===== config.mk =====
export PLATFORM = sky130hd
export DESIGN_NAME = dsp_core_sequencer
export DESIGN_NICKNAME = d
export VERILOG_FILES = /design/src/hw/dsp_seq_pkg.sv /design/src/hw/sample_format.sv /design/src/hw/program_check.sv /design/src/hw/dsp_core_sequencer.sv
export SDC_FILE = /design/constraint.sdc
export NUM_CORES = 1
export LEC_CHECK = 0
export ABC_CLOCK_PERIOD_IN_PS = 13200
export BUFFER_PORTS_ARGS = -buffer_cell sky130_fd_sc_hd__buf_2
export CAP_MARGIN = 10
export CELL_PAD_IN_SITES_DETAIL_PLACEMENT = 1
export CELL_PAD_IN_SITES_GLOBAL_PLACEMENT = 2
export CORE_MARGIN = 3
export CORE_UTILIZATION = 40
export CTS_CLUSTER_SIZE = 14
export DETAILED_ROUTE_END_ITERATION = 10
export GPL_ROUTABILITY_DRIVEN = 0
export PLACE_DENSITY_LB_ADDON = 0.12
export SETUP_SLACK_MARGIN = 0.15
export SLEW_MARGIN = 20
export SYNTH_ARGS = -nofsm -noshare
export SYNTH_HDL_FRONTEND = slang
export SYNTH_SLANG_ARGS = --single-unit

===== constraint.sdc =====
create_clock -name clk_i -period 13.2 [get_ports clk_i]
set_input_delay 1.32 -clock clk_i [delete_from_list [all_inputs] [get_ports clk_i]]
set_output_delay 1.32 -clock clk_i [all_outputs]
set_load 0.05 [all_outputs]

===== src/hw/dsp_seq_pkg.sv =====
package dsp_seq_pkg;
  // register offsets: 16-bit word addresses on the control port
  localparam logic [15:0] ADDR_CHECK_HIGH = 16'he200;
  localparam logic [15:0] ADDR_CHECK_LOW = 16'he201;
  localparam logic [15:0] ADDR_CHECK_ENABLE = 16'he202;
  localparam logic [15:0] ADDR_PIN_CONTROL = 16'he204;
  localparam logic [15:0] ADDR_RATE_SELECT = 16'he220;
  localparam logic [15:0] ADDR_CHECK_ERROR = 16'he225;
  localparam logic [15:0] ADDR_ERROR_MUTE = 16'he227;
  localparam logic [15:0] ADDR_CORE_RUN = 16'he228;
  localparam logic [15:0] ADDR_PEAK_COUNT = 16'he229;
  localparam logic [15:0] ADDR_FRAME_FAULT = 16'he22a;
  // field positions
  localparam int BIT_ENABLE = 0;
  localparam int BIT_RUN = 0;
  localparam int BIT_CHECK_MUTE = 1;
  localparam int PIN_SEL_W = 4;
  localparam logic [3:0] PIN_SEL_CHECK_ERROR = 4'h1;
  // reset values
  localparam logic [15:0] RESET_WORD = 16'h0000;
  // numeric formats
  localparam int CORE_W = 28;
  localparam int SAMPLE_W = 24;
  localparam int PROG_W = 43;
  // sequencing counts
  localparam logic [15:0] PC_START = 16'h2010;
  localparam logic [12:0] LIMIT_NORMAL = 13'h0e00;
  localparam logic [12:0] LIMIT_DOUBLE = 13'h0700;
  localparam logic [12:0] LIMIT_QUAD = 13'h0380;
  localparam logic [12:0] CHECK_FRAMES = 13'h1000;
  localparam int RAMP_SHIFT = 4;
  // program check code
  localparam logic [31:0] CHECK_POLY = 32'h04c11db7;
  localparam logic [31:0] CHECK_INIT = 32'hffffffff;

  typedef enum logic [1:0] {
    RATE_NORMAL = 2'b00,
    RATE_DOUBLE = 2'b01,
    RATE_QUAD = 2'b10
  } rate_t;

  typedef struct packed {
    logic [15:0] addr;
    logic [15:0] wdata;
    logic wr;
    logic rd;
  } reg_req_t;
endpackage : dsp_seq_pkg


===== src/hw/sample_format.sv =====
`timescale 1ns/1ps
module sample_format
  import dsp_seq_pkg::*;
(
  input wire logic [SAMPLE_W-1:0] sample_i,
  output logic [CORE_W-1:0] word_o,
  input wire logic [CORE_W-1:0] acc_i,
  output logic [SAMPLE_W-1:0] clip_o
);
  localparam int HEAD = CORE_W - SAMPLE_W;
  logic top_same;

  // headroom bits copy the sign so gains up to 24 dB do not clip
  assign word_o = {{HEAD{sample_i[SAMPLE_W-1]}}, sample_i}; // RULE2 RULE1
  // value fits in 24 bits only if the top five bits agree
  assign top_same = (acc_i[CORE_W-1:SAMPLE_W-1] == '0) ||
                    (acc_i[CORE_W-1:SAMPLE_W-1] == '1);

  always_comb begin
    if (top_same) begin
      clip_o = acc_i[SAMPLE_W-1:0];
    end else if (acc_i[CORE_W-1]) begin
      clip_o = {1'b1, {(SAMPLE_W-1){1'b0}}}; // RULE3
    end else begin
      clip_o = {1'b0, {(SAMPLE_W-1){1'b1}}}; // RULE3
    end
  end
endmodule : sample_format


===== src/hw/program_check.sv =====
`timescale 1ns/1ps
module program_check
  import dsp_seq_pkg::*;
#(
  parameter int DEPTH = 4096,
  parameter int ADDR_W = 12,
  parameter logic [31:0] POLY = CHECK_POLY,
  parameter logic [31:0] INIT = CHECK_INIT
) (
  input wire logic clk_i,
  input wire logic reset_n_i,
  input wire logic start_i,
  input wire logic abort_i,
  output logic [ADDR_W-1:0] ram_addr_o,
  output logic ram_rd_o,
  input wire logic [PROG_W-1:0] ram_data_i,
  output logic done_o,
  output logic [31:0] code_o
);
  typedef enum logic [1:0] {
    CHK_IDLE = 2'b00,
    CHK_SCAN = 2'b01,
    CHK_FLUSH = 2'b10
  } chk_state_t;

  chk_state_t state;
  logic data_valid;
  logic [31:0] code;

  function automatic logic [31:0] crc_word(input logic [31:0] crc,
                                           input logic [PROG_W-1:0] w);
    logic [31:0] c;
    logic fb;
    c = crc;
    for (int i = PROG_W - 1; i >= 0; i--) begin
      fb = c[31] ^ w[i];
      c = {c[30:0], 1'b0} ^ (fb ? POLY : 32'h00000000); // RULE23
    end
    return c;
  endfunction : crc_word

  always_ff @(posedge clk_i or negedge reset_n_i) begin
    if (!reset_n_i) begin
      state <= CHK_IDLE;
      ram_addr_o <= '0;
      ram_rd_o <= 1'b0;
    end else if (abort_i) begin
      state <= CHK_IDLE;
      ram_rd_o <= 1'b0;
    end else begin
      case (state)
        CHK_IDLE: begin
          if (start_i) begin
            state <= CHK_SCAN;
            ram_addr_o <= '0;
            ram_rd_o <= 1'b1;
          end
        end
        CHK_SCAN: begin
          if (ram_addr_o == ADDR_W'(DEPTH - 1)) begin
            state <= CHK_FLUSH;
            ram_rd_o <= 1'b0;
          end else begin
            ram_addr_o <= ram_addr_o + ADDR_W'(1);
          end
        end
        CHK_FLUSH: begin
          if (!data_valid) begin
            state <= CHK_IDLE;
          end
        end
        default: state <= CHK_IDLE;
      endcase
    end
  end

  // ram answers one cycle after the read
  always_ff @(posedge clk_i or negedge reset_n_i) begin
    if (!reset_n_i) begin
      data_valid <= 1'b0;
      code <= INIT;
      done_o <= 1'b0;
      code_o <= '0;
    end else begin
      data_valid <= ram_rd_o && !abort_i;
      done_o <= 1'b0;
      if (state == CHK_IDLE && start_i) begin
        code <= INIT;
      end else if (data_valid) begin
        code <= crc_word(code, ram_data_i); // RULE23
      end
      if (state == CHK_FLUSH && data_valid && !abort_i) begin
        done_o <= 1'b1;
        code_o <= crc_word(code, ram_data_i);
      end
    end
  end
endmodule : program_check


===== src/hw/dsp_core_sequencer.sv =====
`timescale 1ns/1ps
// Behaviour
// RULE1: data and parameters are signed 5.23 fixed point, 28 bits.
// RULE2: 24-bit serial input samples are sign-extended to 28 bits.
// RULE3: outputs are clipped to 24 bits, range -1.0 to 1.0 minus 1 LSB.
// RULE4: normal rate allows 3584 instruction cycles per sample period.
// RULE5: double and quad speed cut the per-sample budget, set by register.
// RULE6: budget is 1792 at double rate, 896 at quad rate.
// RULE7: no program after power-up; host loads program memory first.
// RULE8: program counter starts stepping on each new audio frame.
// RULE9: jump-to-start returns counter to 0x2010, then waits for a frame.
// RULE10: a frame arriving before return corrupts output until reset.
// RULE11: run register bit 0, reset 0, starts or halts the core.
// RULE12: host sets the run bit last during initialisation.
// RULE13: halting the core ramps serial outputs down to zero.
// RULE14: expected code in two 16-bit registers, high then low, reset 0.
// RULE15: host writes both code halves before enabling the check.
// RULE16: enable bit at E202, active high, default off.
// RULE17: while enabled, recompute and compare code every 4096 frames.
// RULE18: mismatch sets a read-only sticky error bit 0 of E225.
// RULE19: the sticky error clears whenever the enable bit is low.
// RULE20: host recovers by disabling, reloading program, re-enabling.
// RULE21: error reaches the multipurpose pin only when selected.
// RULE22: error mute register bit 1 lets a check error mute the core.
// RULE23: check code is a parameterised 32-bit cyclic code over all words.
module dsp_core_sequencer
  import dsp_seq_pkg::*;
#(
  parameter int PROG_DEPTH = 4096,
  parameter int PROG_AW = 12,
  parameter logic [31:0] POLY = CHECK_POLY
) (
  input wire logic clk_i,
  input wire logic reset_n_i,
  input wire reg_req_t bus_req_i,
  output logic [15:0] rd_data_o,
  input wire logic frame_start_i,
  input wire logic jump_start_i,
  output logic [15:0] pc_o,
  output logic exec_o,
  output logic core_run_o,
  output logic core_mute_o,
  output logic frame_fault_o,
  input wire logic [SAMPLE_W-1:0] sample_in_i,
  output logic [CORE_W-1:0] core_word_o,
  input wire logic [CORE_W-1:0] acc_word_i,
  input wire logic acc_valid_i,
  output logic [SAMPLE_W-1:0] sample_out_o,
  output logic [PROG_AW-1:0] check_addr_o,
  output logic check_rd_o,
  input wire logic [PROG_W-1:0] check_data_i,
  output logic multipurpose_pin_o
);
  typedef enum logic [1:0] {
    SEQ_WAIT = 2'b00,
    SEQ_RUN = 2'b01,
    SEQ_FAULT = 2'b10
  } seq_state_t;

  seq_state_t state;
  logic [15:0] check_expected_high;
  logic [15:0] check_expected_low;
  logic check_enable;
  logic check_error_sticky;
  logic [PIN_SEL_W-1:0] pin_select;
  rate_t rate;
  logic check_mute;
  logic [12:0] instr_count;
  logic [15:0] peak_count;
  logic [12:0] frame_count;
  logic check_start;
  logic check_done;
  logic [31:0] check_code;
  logic [CORE_W-1:0] ext_word;
  logic [SAMPLE_W-1:0] clip_word;
  logic ramp_down;
  logic signed [SAMPLE_W-1:0] ramp_step;
  logic [15:0] next_rd_data;

  function automatic logic [12:0] rate_limit(input rate_t r);
    case (r)
      RATE_DOUBLE: rate_limit = LIMIT_DOUBLE; // RULE6
      RATE_QUAD: rate_limit = LIMIT_QUAD; // RULE6
      default: rate_limit = LIMIT_NORMAL; // RULE4
    endcase
  endfunction : rate_limit

  function automatic logic hit(input reg_req_t q, input logic [15:0] a);
    hit = q.wr && (q.addr == a);
  endfunction : hit

  sample_format u_format (
    .sample_i(sample_in_i),
    .word_o(ext_word),
    .acc_i(acc_word_i),
    .clip_o(clip_word)
  );

  program_check #(
    .DEPTH(PROG_DEPTH),
    .ADDR_W(PROG_AW),
    .POLY(POLY),
    .INIT(CHECK_INIT)
  ) u_check (
    .clk_i(clk_i),
    .reset_n_i(reset_n_i),
    .start_i(check_start),
    .abort_i(!check_enable),
    .ram_addr_o(check_addr_o),
    .ram_rd_o(check_rd_o),
    .ram_data_i(check_data_i),
    .done_o(check_done),
    .code_o(check_code)
  );

  // control registers
  always_ff @(posedge clk_i or negedge reset_n_i) begin
    if (!reset_n_i) begin
      check_expected_high <= RESET_WORD; // RULE14
      check_expected_low <= RESET_WORD; // RULE14
      check_enable <= 1'b0; // RULE16
      core_run_o <= 1'b0; // RULE11 RULE7
      pin_select <= '0;
      rate <= RATE_NORMAL;
      check_mute <= 1'b0; // RULE22
    end else begin
      if (hit(bus_req_i, ADDR_CHECK_HIGH)) begin
        check_expected_high <= bus_req_i.wdata; // RULE14
      end
      if (hit(bus_req_i, ADDR_CHECK_LOW)) begin
        check_expected_low <= bus_req_i.wdata; // RULE14
      end
      if (hit(bus_req_i, ADDR_CHECK_ENABLE)) begin
        check_enable <= bus_req_i.wdata[BIT_ENABLE]; // RULE16
      end
      if (hit(bus_req_i, ADDR_CORE_RUN)) begin
        core_run_o <= bus_req_i.wdata[BIT_RUN]; // RULE11
      end
      if (hit(bus_req_i, ADDR_PIN_CONTROL)) begin
        pin_select <= bus_req_i.wdata[PIN_SEL_W-1:0];
      end
      if (hit(bus_req_i, ADDR_RATE_SELECT)) begin
        rate <= rate_t'(bus_req_i.wdata[1:0]); // RULE5
      end
      if (hit(bus_req_i, ADDR_ERROR_MUTE)) begin
        check_mute <= bus_req_i.wdata[BIT_CHECK_MUTE]; // RULE22
      end
    end
  end

  // read data stands in the cycle after the strobe only
  always_comb begin
    next_rd_data = 16'h0000;
    case (bus_req_i.addr)
      ADDR_CHECK_HIGH: next_rd_data = check_expected_high;
      ADDR_CHECK_LOW: next_rd_data = check_expected_low;
      ADDR_CHECK_ENABLE: next_rd_data = {15'h0000, check_enable};
      ADDR_PIN_CONTROL: next_rd_data = {12'h000, pin_select};
      ADDR_RATE_SELECT: next_rd_data = {14'h0000, rate};
      ADDR_CHECK_ERROR: next_rd_data = {15'h0000, check_error_sticky};
      ADDR_ERROR_MUTE: next_rd_data = {14'h0000, check_mute, 1'b0};
      ADDR_CORE_RUN: next_rd_data = {15'h0000, core_run_o};
      ADDR_PEAK_COUNT: next_rd_data = peak_count;
      ADDR_FRAME_FAULT: next_rd_data = {15'h0000, frame_fault_o};
      default: next_rd_data = 16'h0000;
    endcase
  end

  always_ff @(posedge clk_i or negedge reset_n_i) begin
    if (!reset_n_i) begin
      rd_data_o <= 16'h0000;
    end else begin
      rd_data_o <= bus_req_i.rd ? next_rd_data : 16'h0000;
    end
  end

  // program counter sequencing
  always_ff @(posedge clk_i or negedge reset_n_i) begin
    if (!reset_n_i) begin
      state <= SEQ_WAIT;
      pc_o <= PC_START;
      exec_o <= 1'b0;
      instr_count <= '0;
      peak_count <= 16'h0000;
      frame_fault_o <= 1'b0;
    end else begin
      case (state)
        SEQ_WAIT: begin
          if (frame_start_i && core_run_o) begin
            state <= SEQ_RUN; // RULE8
            pc_o <= PC_START;
            exec_o <= 1'b1;
            instr_count <= '0;
          end
        end
        SEQ_RUN: begin
          if (frame_start_i) begin
            // unrecoverable by design: only reset leaves this state
            state <= SEQ_FAULT; // RULE10
            frame_fault_o <= 1'b1; // RULE10
            exec_o <= 1'b0;
          end else if (jump_start_i) begin
            state <= SEQ_WAIT; // RULE9
            pc_o <= PC_START; // RULE9
            exec_o <= 1'b0;
            peak_count <= {3'b000, instr_count};
          end else if (!core_run_o) begin
            state <= SEQ_WAIT; // RULE11
            pc_o <= PC_START;
            exec_o <= 1'b0;
          end else if (instr_count == rate_limit(rate) - 13'h0001) begin
            // budget spent: stop fetching, next frame reports a fault
            exec_o <= 1'b0; // RULE4 RULE6
          end else if (exec_o) begin
            pc_o <= pc_o + 16'h0001; // RULE8
            instr_count <= instr_count + 13'h0001;
          end
        end
        SEQ_FAULT: begin
          exec_o <= 1'b0;
        end
        default: state <= SEQ_WAIT;
      endcase
    end
  end

  // periodic program memory check
  always_ff @(posedge clk_i or negedge reset_n_i) begin
    if (!reset_n_i) begin
      frame_count <= '0;
      check_start <= 1'b0;
    end else begin
      check_start <= 1'b0;
      if (!check_enable) begin
        frame_count <= '0;
      end else if (frame_start_i) begin
        if (frame_count == CHECK_FRAMES - 13'h0001) begin
          frame_count <= '0;
          check_start <= 1'b1; // RULE17
        end else begin
          frame_count <= frame_count + 13'h0001;
        end
      end
    end
  end

  // clear by enable low wins: the check is aborted in the same cycle
  always_ff @(posedge clk_i or negedge reset_n_i) begin
    if (!reset_n_i) begin
      check_error_sticky <= 1'b0;
    end else if (!check_enable) begin
      check_error_sticky <= 1'b0; // RULE19
    end else if (check_done &&
                 check_code != {check_expected_high, check_expected_low}) begin
      check_error_sticky <= 1'b1; // RULE17 RULE18
    end
  end

  always_ff @(posedge clk_i or negedge reset_n_i) begin
    if (!reset_n_i) begin
      multipurpose_pin_o <= 1'b0;
      core_mute_o <= 1'b0;
    end else begin
      multipurpose_pin_o <= check_error_sticky &&
                            (pin_select == PIN_SEL_CHECK_ERROR); // RULE21
      core_mute_o <= check_error_sticky && check_mute; // RULE22
    end
  end

  // sample path
  assign ramp_down = !core_run_o || core_mute_o;
  always_comb begin
    ramp_step = $signed(sample_out_o) >>> RAMP_SHIFT;
    // small positive values would never reach zero by shifting alone
    if (ramp_step == '0 && sample_out_o != '0) begin
      ramp_step = SAMPLE_W'(1);
    end
  end

  always_ff @(posedge clk_i or negedge reset_n_i) begin
    if (!reset_n_i) begin
      core_word_o <= '0;
      sample_out_o <= '0;
    end else begin
      core_word_o <= ext_word; // RULE1 RULE2
      if (ramp_down) begin
        if (frame_start_i) begin
          sample_out_o <= sample_out_o - ramp_step; // RULE13
        end
      end else if (acc_valid_i) begin
        sample_out_o <= clip_word; // RULE3
      end
    end
  end
endmodule : dsp_core_sequencer


==> metrics.csv <==
metric,value,unit
cp-end-kind,flip-flop,
die_h,204,um
die_width,204,um
setup-tns-final,0,ns
cts_max_level,1,
grtUsageTotal,22.3,%
ctsResizeCount,0,
nFillCells,4409,
fin_skew,0.0529,ns
critPathLaunchType,input port,
wl,46.6,mm
io_pins,236,
path_clk_slew,0.06,ns
slew_headroom,31.1,%
max_cap_viol_count,0,
grt-ovfl-total,0,
vias_per_cell,5.16,
vias,11700,
dpl_worst_slack,6.83,ns
first_pass_iters,6,
setup_violations,0,
diodes,0,
fin_ws,7.40,ns
grt_max_degree,104,
synthToLayoutAreaGrowth,17.1,%
cts_tree,done,
post_cts_buffers,0,
cp_slowest_cell,xnor2_1,
rsz0062_at_grt,false,
status,"complete, no violations",
synth_largest_area_cell,dfrtp_1,
hp-class,reg -> reg,
clock-sinks,249,
nNetsFinal,1902,
grt_pass1_wl,73.3,mm
drive_above_1_share,25.7,%
holdBufCountCts,0,
tightest_slew,1.03,ns
clock_latency,0.60,ns
grt_pass1_vias,12700,
syn_area,0.0157,mm^2
synth_edf_count,0,
cp_num_buf_inv,1,
synth-main-ff-cell,dfrtp_1,
path_class,in -> reg,
yosys.area.top_type_share,34.2,%
cts_root_buffer,clkbuf_16,
fmax,173,MHz
ant_nets,0,
worstPathArrival,6.23,ns
numCtsBuffers,30,
yosysWarnings,0,
drt_iter0_drc,509,
cp_common_cell,xor2_1,
num_rows,72,
dieArea,0.0418,mm^2
syn_avg_cell_area,10.5,um^2
core_area,0.0387,mm^2
crit_chain,buf_2 > xnor2_2 > xnor2_2 > xnor2_2 > xor2_2 > xor2_1 > xnor2_1 > xor2_1 > xnor2_1 > xor2_1 > xnor2_4 > xor2_2 > xor2_1 > xnor2_1 > mux2_2,
synthCells,1500,
wl_per_cell,20.5,um
cp_max_fo,6,
clockBufferDepth,3,
ys_seq_area_share,39.9,%
hpwl,36.2,mm
critPathTopFamily,XOR/XNOR gates,
initial_utilization,40.6,%
synth.area.top_cells,"dfrtp_1 (34%), xnor2_1 (17%), dfstp_2 (5.7%), xor2_1 (5.3%), mux2_2 (4.7%)",
synth_seq_cells,249,
synthArstFlopShare,100,%
min_period_over_period,43.9,%
post-route-util,47.6,%
remaining_drc_errors,0,
drv_slew,0,
antenna_found_initial,1,
crit_required,13.64,ns
fin_crit,5.80,ns
io_buffers,235,
syn_nets,1668,
synth.distinct_cells,67,
slowest_delay,0.64,ns
finalHoldViolations,0,
==> area by class of cell <==
class,instances,area [um^2],share of cell area (%)
Inverter,41,154,0.835
Sequential cell,249,6270,34.0
Tap cell,518,648,3.52
Clock inverter,5,53.8,0.292
Timing Repair Buffer,247,1280,6.92
Multi-Input combinational cell,1165,9140,49.6
Clock buffer,51,890,4.83
==> final timing paths <==
path / from / endpoint / slack (ns) / cells past startpoint
setup / recovery: check_data_i[39] / u_check.code_o[8] / 7.40 / 15
hold / removal: pin_select[3] / multipurpose_pin_o / 0.47 / 1
setup reg to reg: sample_out_o[19] / sample_out_o[20] / 7.51 / 24
hold reg to reg: pin_select[3] / multipurpose_pin_o / 0.47 / 1
max in group asynchronous: reset_n_i / frame_count[12] / 10.85 / 2
min in group asynchronous: reset_n_i / sample_out_o[21] / 0.79 / 1
==> cells in the final DEF, fill, tap and decap left out, drive strengths merged, types with 5 or more instances in the layout <==
cell type,n
a31oi,5
o22a,32
and2,8
nand2,131
nor3,18
nor4,9
inv,41
a222oi,9
mux2,66
o21ai,61
a21o,6
nor2,101
dfrtp,215
o221ai,5
a21boi,5
clkbuf,51
ha,33
or3,9
a22oi,13
nand2b,9
xor2,106
a21oi,50
nor2b,9
nand4,17
clkinv,5
o211ai,8
buf,247
dfstp,34
o21a,6
and3,12
xnor2,353
nand3,31
nor3b,6
==> synth_stat cells, types with 4 or more instances <==
| master | instances |
|---|---|
| xnor2_1 | 306 |
| dfrtp_1 | 215 |
| nand2_1 | 131 |
| nor2_1 | 101 |
| xor2_1 | 96 |
| mux2_2 | 66 |
| o21ai_0 | 59 |
| a21oi_1 | 50 |
| inv_1 | 40 |
| clkbuf_1 | 35 |
| xnor2_2 | 35 |
| dfstp_2 | 34 |
| ha_1 | 33 |
| o22a_1 | 32 |
| nand3_1 | 31 |
| nor3_1 | 18 |
| nand4_1 | 17 |
| a22oi_1 | 13 |
| and3_1 | 12 |
| xnor2_4 | 12 |
| a222oi_1 | 9 |
| nand2b_1 | 9 |
| nor2b_1 | 9 |
| nor4_1 | 9 |
| or3_1 | 9 |
| and2_1 | 8 |
| o211ai_1 | 8 |
| xor2_2 | 7 |
| a21o_1 | 6 |
| buf_1 | 6 |
| nor3b_1 | 6 |
| o21a_1 | 6 |
| a21boi_0 | 5 |
| a31oi_1 | 5 |
| o221ai_1 | 5 |
| buf_4 | 4 |
| o21bai_1 | 4 |
==> layer usage <==
| layer | global-route usage (%) | share of wire, % | wire length [um] |
|---|---|---|---|
| met5 | 0 | 0.015 | 7 |
| met1 | 32.2 | 48 | 22200 |
| met4 | 4.69 | 2.0 | 932 |
| met2 | 36.0 | 47 | 21700 |
| met3 | 2.79 | 3.6 | 1680 |
==> flip-flops by register name, summed over array words and instances, names as in the netlist, 2 cells and up <==
name / flops
check_expected_high: 16
check_expected_low: 16
core_word_o: 24
frame_count: 13
instr_count: 13
pc_o: 16
peak_count: 13
pin_select: 4
rate: 2
rd_data_o: 16
sample_out_o: 24
state: 2
u_check.code: 32
u_check.code_o: 32
u_check.ram_addr_o: 12
u_check.state: 2
==> per-stage QoR <==
stage,hold WS (ns),instance area [um^2],instances
2_1_floorplan,0.423,15700,1500
3_3_place_gp,0.442,17500,2220
3_5_place_dp,0.460,17500,2220
4_1_cts,0.464,18400,2276
5_1_grt,0.478,18400,2276
6_report,0.466,18400,2276
==> cell families (layout without fill, tap and decap cells) <==
logic type               after synthesis  in the layout  share of synthesized area, %
AND/OR/NAND/NOR                      372            372                          10.9
multiplexers                          68             68                          4.85
buffers and inverters                 86            344                          2.15
AO/OA/AOI/OAI                        229            229                          9.73
flip-flops                           249            249                          39.9
adder cells (fa/ha/maj)               34             34                          2.75
XOR/XNOR                             462            462                          29.8
==> worst register-to-register path, cell delays in order, from the launching register on <==
cell and delay, ns:
dfrtp_1 0.42, nor4_1 0.42, o41ai_1 0.20, nor2_1 0.13, nand3_1 0.10, nand2b_1 0.13
ha_1 0.17, inv_1 0.05, fa_1 0.39, a21o_1 0.17, a21oi_1 0.23, o21ai_0 0.12
a21oi_1 0.24, o21ai_0 0.13, a21oi_1 0.26, o21ai_0 0.14, a21oi_1 0.23, o21bai_1 0.10
a21oi_1 0.30, o21ai_0 0.20, a2111oi_0 0.64, o31ai_1 0.24, nor2_1 0.19, xor2_1 0.19
o221ai_1 0.13
Power is left out: the tool's default activity adds up to more than one toggle a clock period on the data nets, which glitch-free logic cannot reach.
